--- src/design/adc_result_pkg.sv ---
// constants and types shared by the per-port conversion result register bank
package adc_result_pkg;

	// ****************************************************************
	// widths
	// ****************************************************************
	localparam int RESULT_W = 15;
	localparam int BYTE_W = 8;
	localparam int DATA_W = 32;
	localparam int ADDR_W = 9;
	localparam int SEL_W = 4;
	localparam int PORT_W = 2;
	localparam int NUM_PORTS = 4;
	localparam int EVT_KINDS = 3;

	// ****************************************************************
	// register select codes within one port (register index, byte address is 4x)
	// ****************************************************************
	localparam logic [SEL_W-1:0] SEL_VOLT_LOW = 4'h8;
	localparam logic [SEL_W-1:0] SEL_VOLT_HIGH = 4'h9;
	localparam logic [SEL_W-1:0] SEL_CUR_LOW = 4'hA;
	localparam logic [SEL_W-1:0] SEL_CUR_HIGH = 4'hB;
	localparam logic [SEL_W-1:0] SEL_TEMP_LOW = 4'hC;

	// ****************************************************************
	// word index layout: bit 6 set selects the shared registers,
	// otherwise bits 5:4 hold the port and bits 3:0 the select code
	// ****************************************************************
	localparam int IDX_W = ADDR_W - 2;
	localparam int IDX_SEL_LSB = 0;
	localparam int IDX_PORT_LSB = 4;
	localparam int IDX_SHARED_BIT = 6;
	localparam logic [IDX_W-1:0] IDX_IRQ_STATUS = 7'h40;
	localparam logic [IDX_W-1:0] IDX_IRQ_MASK = 7'h41;

	// ****************************************************************
	// field positions
	// ****************************************************************
	localparam int FLAG_BIT = 7;
	localparam int EVT_VOLT = 0;
	localparam int EVT_CUR = 1;
	localparam int EVT_TEMP = 2;

	// ****************************************************************
	// reset values
	// ****************************************************************
	localparam logic [RESULT_W-1:0] RESULT_RESET = 15'h0000;
	localparam logic FLAG_RESET = 1'b0;
	localparam logic HOLD_RESET = 1'b1;
	localparam logic [DATA_W-1:0] RDATA_RESET = 32'h00000000;

	typedef struct packed {
		logic [RESULT_W-1:0] result;
		logic complete;
	} chan_state_t;

endpackage

--- src/design/port_adc_result_regs.sv ---
// per-port conversion result registers behind an Avalon-MM slave
// Function
// RL1: voltage high byte at select 1001: complete flag bit 7, result bits 14..8.
// RL2: voltage complete flag clears when a voltage conversion starts.
// RL3: voltage complete flag sets when the voltage conversion finishes.
// RL4: current low byte at select 1010 carries result bits 7..0.
// RL5: current high byte at select 1011: complete flag bit 7, result bits 14..8.
// RL6: current complete flag clears when a current conversion starts.
// RL7: current complete flag sets when the current conversion finishes.
// RL8: temperature low byte at select 1100, result bits 7..0, resets to zero.
// RL9: all result bits and flags are read-only; writes change nothing.
// RL10: after reset both complete flags read 0, measurement active.
// RL11: low and high bytes of a result update together on completion.
`timescale 1ns/1ps
module port_adc_result_regs
#(
	parameter int NUM_PORTS = adc_result_pkg::NUM_PORTS
)
(
	input wire logic CLK,
	input wire logic RST,
	input wire logic [adc_result_pkg::ADDR_W-1:0] AVS_ADDRESS,
	input wire logic AVS_READ,
	input wire logic AVS_WRITE,
	input wire logic [adc_result_pkg::DATA_W-1:0] AVS_WRITEDATA,
	output logic [adc_result_pkg::DATA_W-1:0] AVS_READDATA,
	output logic AVS_WAITREQUEST,
	input wire logic [NUM_PORTS-1:0] VOLT_START,
	input wire logic [NUM_PORTS-1:0] VOLT_DONE,
	input wire logic [NUM_PORTS*adc_result_pkg::RESULT_W-1:0] VOLT_RESULT,
	input wire logic [NUM_PORTS-1:0] CUR_START,
	input wire logic [NUM_PORTS-1:0] CUR_DONE,
	input wire logic [NUM_PORTS*adc_result_pkg::RESULT_W-1:0] CUR_RESULT,
	input wire logic [NUM_PORTS-1:0] TEMP_START,
	input wire logic [NUM_PORTS-1:0] TEMP_DONE,
	input wire logic [NUM_PORTS*adc_result_pkg::RESULT_W-1:0] TEMP_RESULT,
	output logic IRQ
);

	// ****************************************************************
	// local sizes and state
	// ****************************************************************
	localparam int RW = adc_result_pkg::RESULT_W;
	localparam int BW = adc_result_pkg::BYTE_W;
	localparam int DW = adc_result_pkg::DATA_W;
	localparam int IW = adc_result_pkg::IDX_W;
	localparam int SW = NUM_PORTS * adc_result_pkg::EVT_KINDS;
	localparam logic [SW-1:0] SW_ZERO = '0;

	typedef struct packed {
		logic hold;
		logic [DW-1:0] rdata;
		logic [SW-1:0] status;
		logic [SW-1:0] mask;
		logic irq;
	} regs_state_t;

	regs_state_t cur_ff;
	regs_state_t nxt_st;

	logic [RW-1:0] volt_res [NUM_PORTS];
	logic [RW-1:0] cur_res [NUM_PORTS];
	logic [RW-1:0] temp_res [NUM_PORTS];
	logic [NUM_PORTS-1:0] volt_flag;
	logic [NUM_PORTS-1:0] cur_flag;
	logic [IW-1:0] idx;
	logic req;
	logic accept;
	logic [SW-1:0] events;
	logic [BW-1:0] port_byte;
	logic [DW-1:0] read_word;

	// ****************************************************************
	// helpers
	// ****************************************************************
	function automatic logic hits(input logic [IW-1:0] at, input logic [IW-1:0] reg_idx);
		hits = (at == reg_idx);
	endfunction

	function automatic logic [BW-1:0] high_byte(input logic flag, input logic [RW-1:0] res);
		high_byte = {flag, res[RW-1:BW]};
	endfunction

	// ****************************************************************
	// result holders, one per port and measurement
	// ****************************************************************
	genvar gp;
	generate
		for (gp = 0; gp < NUM_PORTS; gp++)
		begin : g_port
			adc_result_chan u_volt
			(
				.CLK(CLK),
				.RST(RST),
				.start(VOLT_START[gp]),
				.done(VOLT_DONE[gp]),
				.data(VOLT_RESULT[gp*RW +: RW]),
				.result(volt_res[gp]),
				.complete(volt_flag[gp])
			);
			adc_result_chan u_cur
			(
				.CLK(CLK),
				.RST(RST),
				.start(CUR_START[gp]),
				.done(CUR_DONE[gp]),
				.data(CUR_RESULT[gp*RW +: RW]),
				.result(cur_res[gp]),
				.complete(cur_flag[gp])
			);
			// the temperature flag lives in the high byte, which this bank
			// does not present, so only the result is used
			adc_result_chan u_temp
			(
				.CLK(CLK),
				.RST(RST),
				.start(TEMP_START[gp]),
				.done(TEMP_DONE[gp]),
				.data(TEMP_RESULT[gp*RW +: RW]),
				.result(temp_res[gp]),
				.complete()
			);
		end
	endgenerate

	// ****************************************************************
	// address decode and read multiplexer
	// ****************************************************************
	assign idx = AVS_ADDRESS[adc_result_pkg::ADDR_W-1:2];
	assign req = AVS_READ | AVS_WRITE;
	assign accept = req & ~cur_ff.hold;

	always_comb
	begin
		logic [adc_result_pkg::PORT_W-1:0] port;
		logic [adc_result_pkg::SEL_W-1:0] sel;
		port = idx[adc_result_pkg::IDX_PORT_LSB +: adc_result_pkg::PORT_W];
		sel = idx[adc_result_pkg::IDX_SEL_LSB +: adc_result_pkg::SEL_W];
		port_byte = '0;
		// ports above the instantiated count read as zero
		if (int'(port) < NUM_PORTS)
		begin
			case (sel)
				adc_result_pkg::SEL_VOLT_LOW:
				begin
					port_byte = volt_res[port][BW-1:0];
				end
				adc_result_pkg::SEL_VOLT_HIGH:
				begin
					port_byte = high_byte(volt_flag[port], volt_res[port]); // see RL1
				end
				adc_result_pkg::SEL_CUR_LOW:
				begin
					port_byte = cur_res[port][BW-1:0]; // see RL4
				end
				adc_result_pkg::SEL_CUR_HIGH:
				begin
					port_byte = high_byte(cur_flag[port], cur_res[port]); // see RL5
				end
				adc_result_pkg::SEL_TEMP_LOW:
				begin
					port_byte = temp_res[port][BW-1:0]; // see RL8
				end
				default:
				begin
					port_byte = '0;
				end
			endcase
		end
	end

	always_comb
	begin
		read_word = '0;
		if (idx[adc_result_pkg::IDX_SHARED_BIT])
		begin
			if (hits(idx, adc_result_pkg::IDX_IRQ_STATUS))
			begin
				read_word[SW-1:0] = cur_ff.status;
			end
			else if (hits(idx, adc_result_pkg::IDX_IRQ_MASK))
			begin
				read_word[SW-1:0] = cur_ff.mask;
			end
		end
		else
		begin
			read_word[BW-1:0] = port_byte;
		end
	end

	// ****************************************************************
	// completion events, status bits index = port * 3 + kind
	// ****************************************************************
	always_comb
	begin
		events = '0;
		for (int p = 0; p < NUM_PORTS; p++)
		begin
			events[p*adc_result_pkg::EVT_KINDS + adc_result_pkg::EVT_VOLT] = VOLT_DONE[p];
			events[p*adc_result_pkg::EVT_KINDS + adc_result_pkg::EVT_CUR] = CUR_DONE[p];
			events[p*adc_result_pkg::EVT_KINDS + adc_result_pkg::EVT_TEMP] = TEMP_DONE[p];
		end
	end

	// ****************************************************************
	// bus handshake, interrupt status and mask
	// ****************************************************************
	always_comb
	begin
		nxt_st = cur_ff;
		// one wait cycle per access: the read word is captured while
		// waitrequest is high and presented on the edge it drops
		if (req && cur_ff.hold)
		begin
			nxt_st.hold = 1'b0;
			nxt_st.rdata = read_word;
		end
		else
		begin
			nxt_st.hold = adc_result_pkg::HOLD_RESET;
		end
		// only the bits the master actually saw are cleared, so an event
		// landing during the wait cycle is still pending afterwards
		if (accept && AVS_READ && hits(idx, adc_result_pkg::IDX_IRQ_STATUS))
		begin
			nxt_st.status = cur_ff.status & ~cur_ff.rdata[SW-1:0];
		end
		// result registers ignore writes; only the mask is writable
		if (accept && AVS_WRITE && hits(idx, adc_result_pkg::IDX_IRQ_MASK)) // see RL9
		begin
			nxt_st.mask = AVS_WRITEDATA[SW-1:0];
		end
		nxt_st.status = nxt_st.status | events;
		nxt_st.irq = |(nxt_st.status & nxt_st.mask);
	end

	always_ff @(posedge CLK)
	begin
		if (RST)
		begin
			cur_ff.hold <= adc_result_pkg::HOLD_RESET;
			cur_ff.rdata <= adc_result_pkg::RDATA_RESET;
			cur_ff.status <= SW_ZERO;
			cur_ff.mask <= SW_ZERO;
			cur_ff.irq <= 1'b0;
		end
		else
		begin
			cur_ff <= nxt_st;
		end
	end

	assign AVS_READDATA = cur_ff.rdata;
	assign AVS_WAITREQUEST = cur_ff.hold;
	assign IRQ = cur_ff.irq;

endmodule // port_adc_result_regs

--- src/design/adc_result_chan.sv ---
// one conversion result holder with its measurement-complete flag
`timescale 1ns/1ps
module adc_result_chan
(
	input wire logic CLK,
	input wire logic RST,
	input wire logic start,
	input wire logic done,
	input wire logic [adc_result_pkg::RESULT_W-1:0] data,
	output logic [adc_result_pkg::RESULT_W-1:0] result,
	output logic complete
);

	adc_result_pkg::chan_state_t cur_ff;
	adc_result_pkg::chan_state_t nxt_st;

	always_comb
	begin
		nxt_st = cur_ff;
		if (start)
		begin
			nxt_st.complete = 1'b0; // see RL2 RL6
		end
		// completion wins over a start in the same cycle: the result just
		// finished is valid and must not be hidden behind an active flag
		if (done)
		begin
			// both bytes load on one edge so low and high always match
			nxt_st.result = data; // see RL11
			nxt_st.complete = 1'b1; // see RL3 RL7
		end
	end

	always_ff @(posedge CLK)
	begin
		if (RST)
		begin
			cur_ff.result <= adc_result_pkg::RESULT_RESET; // see RL8
			cur_ff.complete <= adc_result_pkg::FLAG_RESET; // see RL10
		end
		else
		begin
			cur_ff <= nxt_st;
		end
	end

	assign result = cur_ff.result;
	assign complete = cur_ff.complete;

endmodule // adc_result_chan

--- config.mk ---
export PLATFORM = sky130hd
export DESIGN_NAME = port_adc_result_regs
export DESIGN_NICKNAME = d
export VERILOG_FILES = /design/src/design/adc_result_pkg.sv /design/src/design/port_adc_result_regs.sv /design/src/design/adc_result_chan.sv
export SDC_FILE = /design/constraint.sdc
export NUM_CORES = 1
export LEC_CHECK = 0
export BUFFER_PORTS_ARGS = -buffer_cell sky130_fd_sc_hd__buf_2
export CAP_MARGIN = 20
export CORE_UTILIZATION = 51
export DETAILED_ROUTE_END_ITERATION = 16
export PLACE_DENSITY = 0.8
export SLEW_MARGIN = 20
export SYNTH_ARGS = -nofsm -noshare
export SYNTH_HDL_FRONTEND = slang
export SYNTH_SLANG_ARGS = --single-unit
--- constraint.sdc ---
create_clock -name CLK -period 3.6 [get_ports CLK]
set_clock_uncertainty 0.15 [all_clocks]
set_input_delay 0.9 -clock CLK [delete_from_list [all_inputs] [get_ports CLK]]
set_output_delay 0.9 -clock CLK [all_outputs]
set_load 0.02 [all_outputs]
==> impl_summary.txt, run 1 <==
----------------------------------------------------
[Global route]
  Global-route total usage across every layer ... 0.2725
  Largest net degree at the start of global routing ... 110
  Vias in the first global route ... 7,034
  Global-route wire length before repair ... 37,050 um
  Final global-route overflow total ... 0
  Initial antenna violation count ... 9

[Run status]
  Result of the run ... finished clean

[Clock tree]
  Total clock sinks ... 198
  Clock Pin Slew Worst Setup and Hold Paths ... 0.07 ns
  Total number of H-tree levels ... 4
  Worst-skew pair later-pin latency ... 0.43 ns
  Number of clock buffers inserted by TritonCTS ... 17
  Number of buffers on the longest clock path ... 2
  TritonCTS clock tree ... yes
  # Post-CTS Setup Buffers ... 0
  Number of buffers inserted for hold repair after clock tree synthesis ... 0
  Root Buffer Master ... sky130_fd_sc_hd__clkbuf_16
  Number of resized instances in the post-cts repair step ... 0

[Floorplanning]
  Number of rows created at floorplan ... 47
  Placeable core area ... 0.01676 sq mm
  Count of boundary I/O pins ... 283
  Starting Density ... 0.5282
  Die outline area ... 0.01789 sq mm
  Die span in y ... 133.7 um
  Die X-Extent ... 133.7 um

[Worst setup path]
  Critical path capture point type ... register
  Category of the worst setup path launch point ... primary input
  Kind of critical path ... primary input to register
  Top fanout value on the critical path ... 13
  Worst reg2reg path startpoint ... AVS_WAITREQUEST
  Crit path required time ... 3.71 ns
  Crit path DAT ... 2.99 ns
  Setup slack of the worst register-to-register path ... 0.97 ns
  Slowest cell on crit path ... sky130_fd_sc_hd__or4bb_1
  Ordered list of cells on the worst path ... buf_2 > or4bb_1 > nor3_4 > buf_4 > mux2_2 > a22oi_1 > a41oi_1
  Number of cells traversed by the worst register-to-register path ... 4
  Endpoint of the lowest-slack register-to-register path ... AVS_READDATA[4]
  Gate family responsible for the most delay along the worst path ... simple AND/OR/NAND/NOR gates
  Worst path bufs/invs ... 2
  Worst stage delay on the critical path ... 0.72 ns
  Critical path depth ... 7

[Logic synthesis]
  Fraction of the yosys area taken by sequential cells ... 0.4478
  Share of synthesized flip-flops with an asynchronous set or reset ... 0
  Leading cell types by count after synthesis ... 198 x sky130_fd_sc_hd__dfxtp_1, 188 x sky130_fd_sc_hd__nor2_1, 156 x sky130_fd_sc_hd__mux2i_1, 47 x sky130_fd_sc_hd__clkbuf_1, 40 x sky130_fd_sc_hd__mux4_2
  Top_reg_cell synth ... sky130_fd_sc_hd__dfxtp_1
  Yosys Warn Count ... 0
  FF+latch count, synth ... 198
  Synth Cell Area ... 0.008852 sq mm
  Number of instances in the synthesized netlist ... 851
  Area share of the largest cell type after synthesis ... 0.4478
  Avg Cell Area, Syn ... 10.40 sq um
  Unique masters post-synth ... 47
  Dominant cell by count in the synthesized netlist ... sky130_fd_sc_hd__dfxtp_1
  Cells taking the most area after synthesis ... sky130_fd_sc_hd__dfxtp_1 45%, sky130_fd_sc_hd__mux2i_1 18%, sky130_fd_sc_hd__mux4_2 10%, sky130_fd_sc_hd__nor2_1 8.0%, sky130_fd_sc_hd__buf_4 2.8%
  Cell accounting for the most synthesized area ... sky130_fd_sc_hd__dfxtp_1
  Number of flops mapped to enable cells by yosys ... 0

[STA]
  Max-Slew Margin vs Limit ... 0.4104
  Slew at the pin closest to its max-slew limit ... 0.8811 ns
  Hold Fails Final Rpt ... 0
  Unrepaired setup endpoints after global routing ... no
  Min cycle time layout ... 2.881 ns
  Final slew viol count ... 0
  Sum of negative setup slack ... 0 ns
  Setup violations, final ... 0
  Share of the cycle needed by the critical path after routing ... 0.8002
  Peak clock frequency supported by timing ... 347.1 MHz

[Drt]
  WL met3 ... 1702 um
  Avg WL per Cell ... 18.94 um
  Number of search-and-repair iterations in the first detailed-routing pass ... 4
  WL final ... 23,730 um
  Met1 Routed Length ... 9778 um
  Average vias per placed instance ... 5.599
  Antenna Nets Post-Route ... 0
  Via count ... 7,015
  Total length of routed met2 wires ... 11,420 um
  Number of design rule violations left after detail routing ... 0
  DRC violation total after the first TritonRoute iteration ... 406
  Top layer in use ... met5

[Cells and area]
  Area used by sequential logic in the layout ... 0.003964 sq mm
  Number of filler instances in the final layout ... 1,374
  Post-synthesis to final-layout area growth ... 18.15%
  Share of cells above drive strength 1 ... 0.2927
  Final nets ... 1,263
  Area occupied by multi-input gates ... 0.004387 sq mm

[Worst hold path]
  Cell depth of the worst min-delay path ... 2
  Startpoint of the worst hold path ... g_port[3].u_volt.complete
  Type of the tightest min-delay check ... register to register
  Worst-case hold path end point ... g_port[3].u_volt.complete

[Placed design]
  Detailed placer's ending HPWL ... 16,640 um
  RD Place Congestion ... 0.8781
  IO buf count ... 208

[Power]
  Overall power after layout ... 4.908 mW
  Leak ... 4.780 nW
  Worst vdd ir ... 0.3402 mV
  P per Cell Area ... 469.3 mW/mm^2

[Job]
  MaxCap Viol Count ... 0

----------------------------------------------------
==> report_power, final <==
group | total, mW | switching, mW | internal (mW)
clock network | 1.87 | 0.832 | 1.04
registers | 2.39 | 0.0726 | 2.32
logic | 0.646 | 0.344 | 0.302
total | 4.91 | 1.25 | 3.66
==> worst min-delay path: stages (launching register included) <==
cell and delay, ns:
sky130_fd_sc_hd__dfxtp_1 0.31, sky130_fd_sc_hd__nand2b_1 0.06, sky130_fd_sc_hd__a21oi_1 0.06
==> flip-flops by register name, summed over array words and instances, names as in the netlist <==
register / flops
AVS_READDATA: 12
AVS_WAITREQUEST: 1
IRQ: 1
cur_ff: 24
g_port.u_cur.complete: 4
g_port.u_cur.result: 60
g_port.u_temp.result: 32
g_port.u_volt.complete: 4
g_port.u_volt.result: 60
==> kinds of logic after synthesis <==
family                 synth area share
and+or+nand+nor                  0.1255
other                         0.0004236
DFF                              0.4478
AOI/OAI and AO/OA               0.07958
muxes                            0.2820
buffers and inverters           0.06474
==> stage by stage <==
| stage | util | setup WS, ns | instance area, sq um | hold WS, ns | cells |
|---|---|---|---|---|---|
| floorplan | - | 0.5218 | 8924 | 0.2963 | 870 |
| global placement | 0.5888 | 0.3426 | 9868 | 0.3120 | 1215 |
| detailed placement | 0.5888 | 0.3127 | 9868 | 0.3198 | 1215 |
| CTS | 0.6228 | 0.7592 | 10440 | 0.3298 | 1245 |
| global route | 0.6236 | 0.6668 | 10450 | 0.3492 | 1250 |
| finish | 0.6240 | 0.7193 | 10460 | 0.3263 | 1253 |
==> layout by cell type, fill, tap and decap left out, drive strengths merged, types with 8 or more instances in the layout <==
master | netlist | routed
nor2 | 188 | 188
o31ai | 8 | 8
diode | 0 | 8
a21oi | 21 | 21
mux2i | 156 | 156
conb | 1 | 20
a211oi | 11 | 11
a221oi | 11 | 11
buf | 50 | 222
nand2 | 8 | 8
dfxtp | 198 | 198
clkbuf | 47 | 20
a22oi | 18 | 18
nor2b | 17 | 17
mux4 | 40 | 40
nand2b | 8 | 8
inv | 13 | 15
==> layer usage <==
layer,vias to the layer above,track usage
li1,3306,-
met2,293,0.4531
met4,4,0.1275
met3,64,0.06887
met1,3348,0.3298
met5,-,0
==> how the worst max path moves through the flow <==
stage          end      startpoint
5_1_grt        IRQ  AVS_ADDRESS[2]
3_3_place_gp   IRQ  AVS_ADDRESS[2]
2_1_floorplan  IRQ  AVS_ADDRESS[7]
3_5_place_dp   IRQ  AVS_ADDRESS[2]
4_1_cts        IRQ  AVS_ADDRESS[2]
6_report       IRQ  AVS_ADDRESS[2]
==> cell type report <==
class	instances	share of cell area
diodes	8	0.001914
clock buffers	20	0.04271
clock inverters	10	0.01184
inverters	14	0.005025
multi-input cells	561	0.4194
flip-flops and latches	198	0.3790
well taps	220	0.02632
repair buffers	222	0.1138
Note: power is estimated with default switching activity, not from simulation.
==> run 2: changes to the inputs <==
- clock period: 3.6 -> 2.86 ns (I/O delays scaled with it)
==> run 2 against run 1 <==
Net effect: worst setup slack worse by 0.31 ns; worst hold slack worse by 0.0064 ns; combinational power is 32% higher; cell area rose by 2.4%; routed wire length is 1.4% higher; count of clock-buffer cells in the layout fell by 1.
==> impl_summary.txt, run 2 (synthesis results as in run 1) <==
----------------------------------------------------
[Run status]
  Result of the run ... finished clean

[Power]
  Seq pwr share ... 0.478 (-0.009)
  Relative contribution of the clock network to total power ... 0.387 (+0.005)
  Worst vdd ir ... 0.4308 mV (+27%)
  Comb power frac ... 0.135 (+0.003)
  Power dissipated by switching net loads ... 1.639 mW (+31%)
  P per Cell Area ... 587.1 mW/mm^2 (+25%)
  Switch share ... 0.2606 (+0.006305)
  Internal Power ... 4.650 mW (+27%)
  Leak ... 4.943 nW (+3.4%)

[Worst setup path]
  Ordered list of cells on the worst path ... buf_2 > or4b_2 > nor3_1 > buf_4 > buf_4 > a31oi_1 > a22oi_1 > a41oi_1
  Kind of critical path ... primary input to register
  Worst stage delay on the critical path ... 0.79 ns (+0.07 ns)
  Crit path DAT ... 2.58 ns (-0.41 ns)
  Critical path capture point type ... register
  Category of the worst setup path launch point ... primary input
  Cell seen most often among critical-path stages ... sky130_fd_sc_hd__buf_4
  Slowest cell on crit path ... sky130_fd_sc_hd__or4b_2
  Top fanout value on the critical path ... 8 (-5)
  Crit path required time ... 2.99 ns (-0.72 ns)

[STA]
  Final slew viol count ... 0 (unchanged)
  Hold Fails Final Rpt ... 0 (unchanged)
  Max-Slew Margin vs Limit ... 0.5346 (+0.1242)
  Unrepaired setup endpoints after global routing ... no
  Share of the cycle needed by the critical path after routing ... 0.8579
  Peak clock frequency supported by timing ... 407.6 MHz
  Sum of negative setup slack ... 0 ns (unchanged)
  Min cycle time layout ... 2.454 ns
  Slew at the pin closest to its max-slew limit ... 0.6981 ns (-0.1830 ns)
  Setup violations, final ... 0 (unchanged)

[Clock tree]
  Number of clock buffers inserted by TritonCTS ... 17 (unchanged)
  Number of buffers on the longest clock path ... 2 (unchanged)
  # Post-CTS Setup Buffers ... 0 (unchanged)
  Root Buffer Master ... sky130_fd_sc_hd__clkbuf_16
  TritonCTS clock tree ... yes
  Total number of H-tree levels ... 4 (unchanged)
  Clock Pin Slew Worst Setup and Hold Paths ... 0.07 ns (about the same)
  Worst-skew pair later-pin latency ... 0.44 ns (about the same)
  Number of resized instances in the post-cts repair step ... 0 (unchanged)
  Number of buffers inserted for hold repair after clock tree synthesis ... 0 (unchanged)
  Total clock sinks ... 198 (unchanged)

[Global route]
  Met3 track demand over resource in global routing ... 0.08486 (+0.01598)
  GRT Max-Usage Layer ... met2
  Final global-route overflow total ... 0 (unchanged)
  Grt met2 use ... 0.4600 (+0.006908)
  Global-route total usage across every layer ... 0.2772 (+0.004764)
  Global-route wire length before repair ... 37,590 um (+1.5%)
  Largest net degree at the start of global routing ... 88 (-20%)
  Initial antenna violation count ... 9 (unchanged)
  Met1 global-route usage ... 0.3272 (-0.002539)
  Vias in the first global route ... 7,298 (+3.8%)

[Floorplanning]
  Number of rows created at floorplan ... 47 (unchanged)
  Die outline area ... 0.01789 sq mm (unchanged)
  Die span in y ... 133.7 um (unchanged)
  Die X-Extent ... 133.7 um (unchanged)
  Placeable core area ... 0.01676 sq mm (unchanged)
  Starting Density ... 0.5282 (unchanged)
  Count of boundary I/O pins ... 283 (unchanged)

[Cells and area]
  Share of cells above drive strength 1 ... 0.3137 (+0.02106)
  Final nets ... 1,291 (+2.2%)
  Top library cells by usage in the layout, fill and taps aside ... 207 x sky130_fd_sc_hd__buf_2, 198 x sky130_fd_sc_hd__dfxtp_1, 188 x sky130_fd_sc_hd__nor2_1, 156 x sky130_fd_sc_hd__mux2i_1, 40 x sky130_fd_sc_hd__mux4_2
  Post-synthesis to final-layout area growth ... 21.02%
  Final instance area ... 0.01071 sq mm (+2.4%)
  Registers with the highest flip-flop counts ... g_port.u_cur.result: 60 flops, g_port.u_volt.result: 60 flops, g_port.u_temp.result: 32 flops
  Most frequent standard cell in the layout excluding fill and tap cells ... sky130_fd_sc_hd__buf_2

[Drt]
  Antenna Nets Post-Route ... 0 (unchanged)
  Via count ... 7,130 (+1.6%)
  Avg WL per Cell ... 18.83 um (-0.61%)
  Number of design rule violations left after detail routing ... 0 (unchanged)
  WL final ... 24,060 um (+1.4%)
  Number of search-and-repair iterations in the first detailed-routing pass ... 4 (unchanged)
  DRC violation total after the first TritonRoute iteration ... 463 (+14%)
  Average vias per placed instance ... 5.579 (-0.35%)

[Job]
  MaxCap Viol Count ... 0 (unchanged)

[Placed design]
  RD Place Congestion ... 0.8967 (+2.1%)
  IO buf count ... 208 (unchanged)
  DP Area ... 0.01012 sq mm (+2.5%)
  Detailed placer's ending HPWL ... 17,530 um (+5.3%)

[Worst hold path]
  Type of the tightest min-delay check ... register to register

----------------------------------------------------
## run 2: cell count changes in the layout (fill, tap and decap cells not counted)
cell	delta
sky130_fd_sc_hd__inv_8	+2
sky130_fd_sc_hd__diode_2	-5
sky130_fd_sc_hd__clkinv_4	-3
sky130_fd_sc_hd__inv_6	+1
sky130_fd_sc_hd__clkbuf_1	-1
sky130_fd_sc_hd__clkinv_2	+2
sky130_fd_sc_hd__buf_4	+25
sky130_fd_sc_hd__clkinvlp_4	+1
sky130_fd_sc_hd__buf_12	+3
## run 2: layout make-up
type	instances	area, sq um
Fill cell	1340	6047
Multi-Input combinational cell	561	4387
Sequential cell	198	3964
Timing Repair Buffer	250	1438
Clock buffer	19	442.9
Tap cell	220	275.3
Clock inverter	13	146.4
Inverter	14	52.55
Antenna cell	3	7.507
## run 2: stage by stage
step	setup WS [ns]	hold WS, ns	utilization	total power [mW]	cells
6_report	0.4064	0.3199	0.6392	6.289	1278
4_1_cts	0.4237	0.3237	0.6387	6.297	1275
3_5_place_dp	-0.04483	0.3141	0.6036	3.904	1243
3_3_place_gp	-0.02187	0.3090	0.6036	3.878	1243
2_1_floorplan	0.01291	0.2963	-	3.608	870
5_1_grt	0.3309	0.3452	0.6392	6.490	1278
## run 2: power groups by stage
stage / registers, mW / clock network [mW] / logic [mW]
floorplan: 3.03 / 0 / 0.573
global placement: 3.06 / 0 / 0.822
detailed placement: 3.06 / 0 / 0.841
CTS: 3.00 / 2.44 / 0.850
global route: 3.02 / 2.55 / 0.921
finish: 3.01 / 2.43 / 0.850
## run 2: worst max-delay path: cells and delay by family
family                 cells  cell delay [ns]
AND/OR/NAND/NOR            2             0.97
buffers and inverters      3             0.45
AO/OA/AOI/OAI              3             0.44
## run 2: final timing paths
path                             startpoint                   endpoint  slack [ns]  cells after the start
setup / recovery             AVS_ADDRESS[4]                        IRQ        0.41                      8
hold / removal    g_port[3].u_volt.complete  g_port[3].u_volt.complete        0.32                      2
setup reg to reg            AVS_WAITREQUEST                        IRQ        0.84                      6
hold reg to reg   g_port[3].u_volt.complete  g_port[3].u_volt.complete        0.32                      2
## run 2: routing by layer
layer	vias to the layer above	wire length, um
met5	-	26
met4	6	783
met3	57	1976
met2	302	11740
met1	3395	9536
li1	3370	-
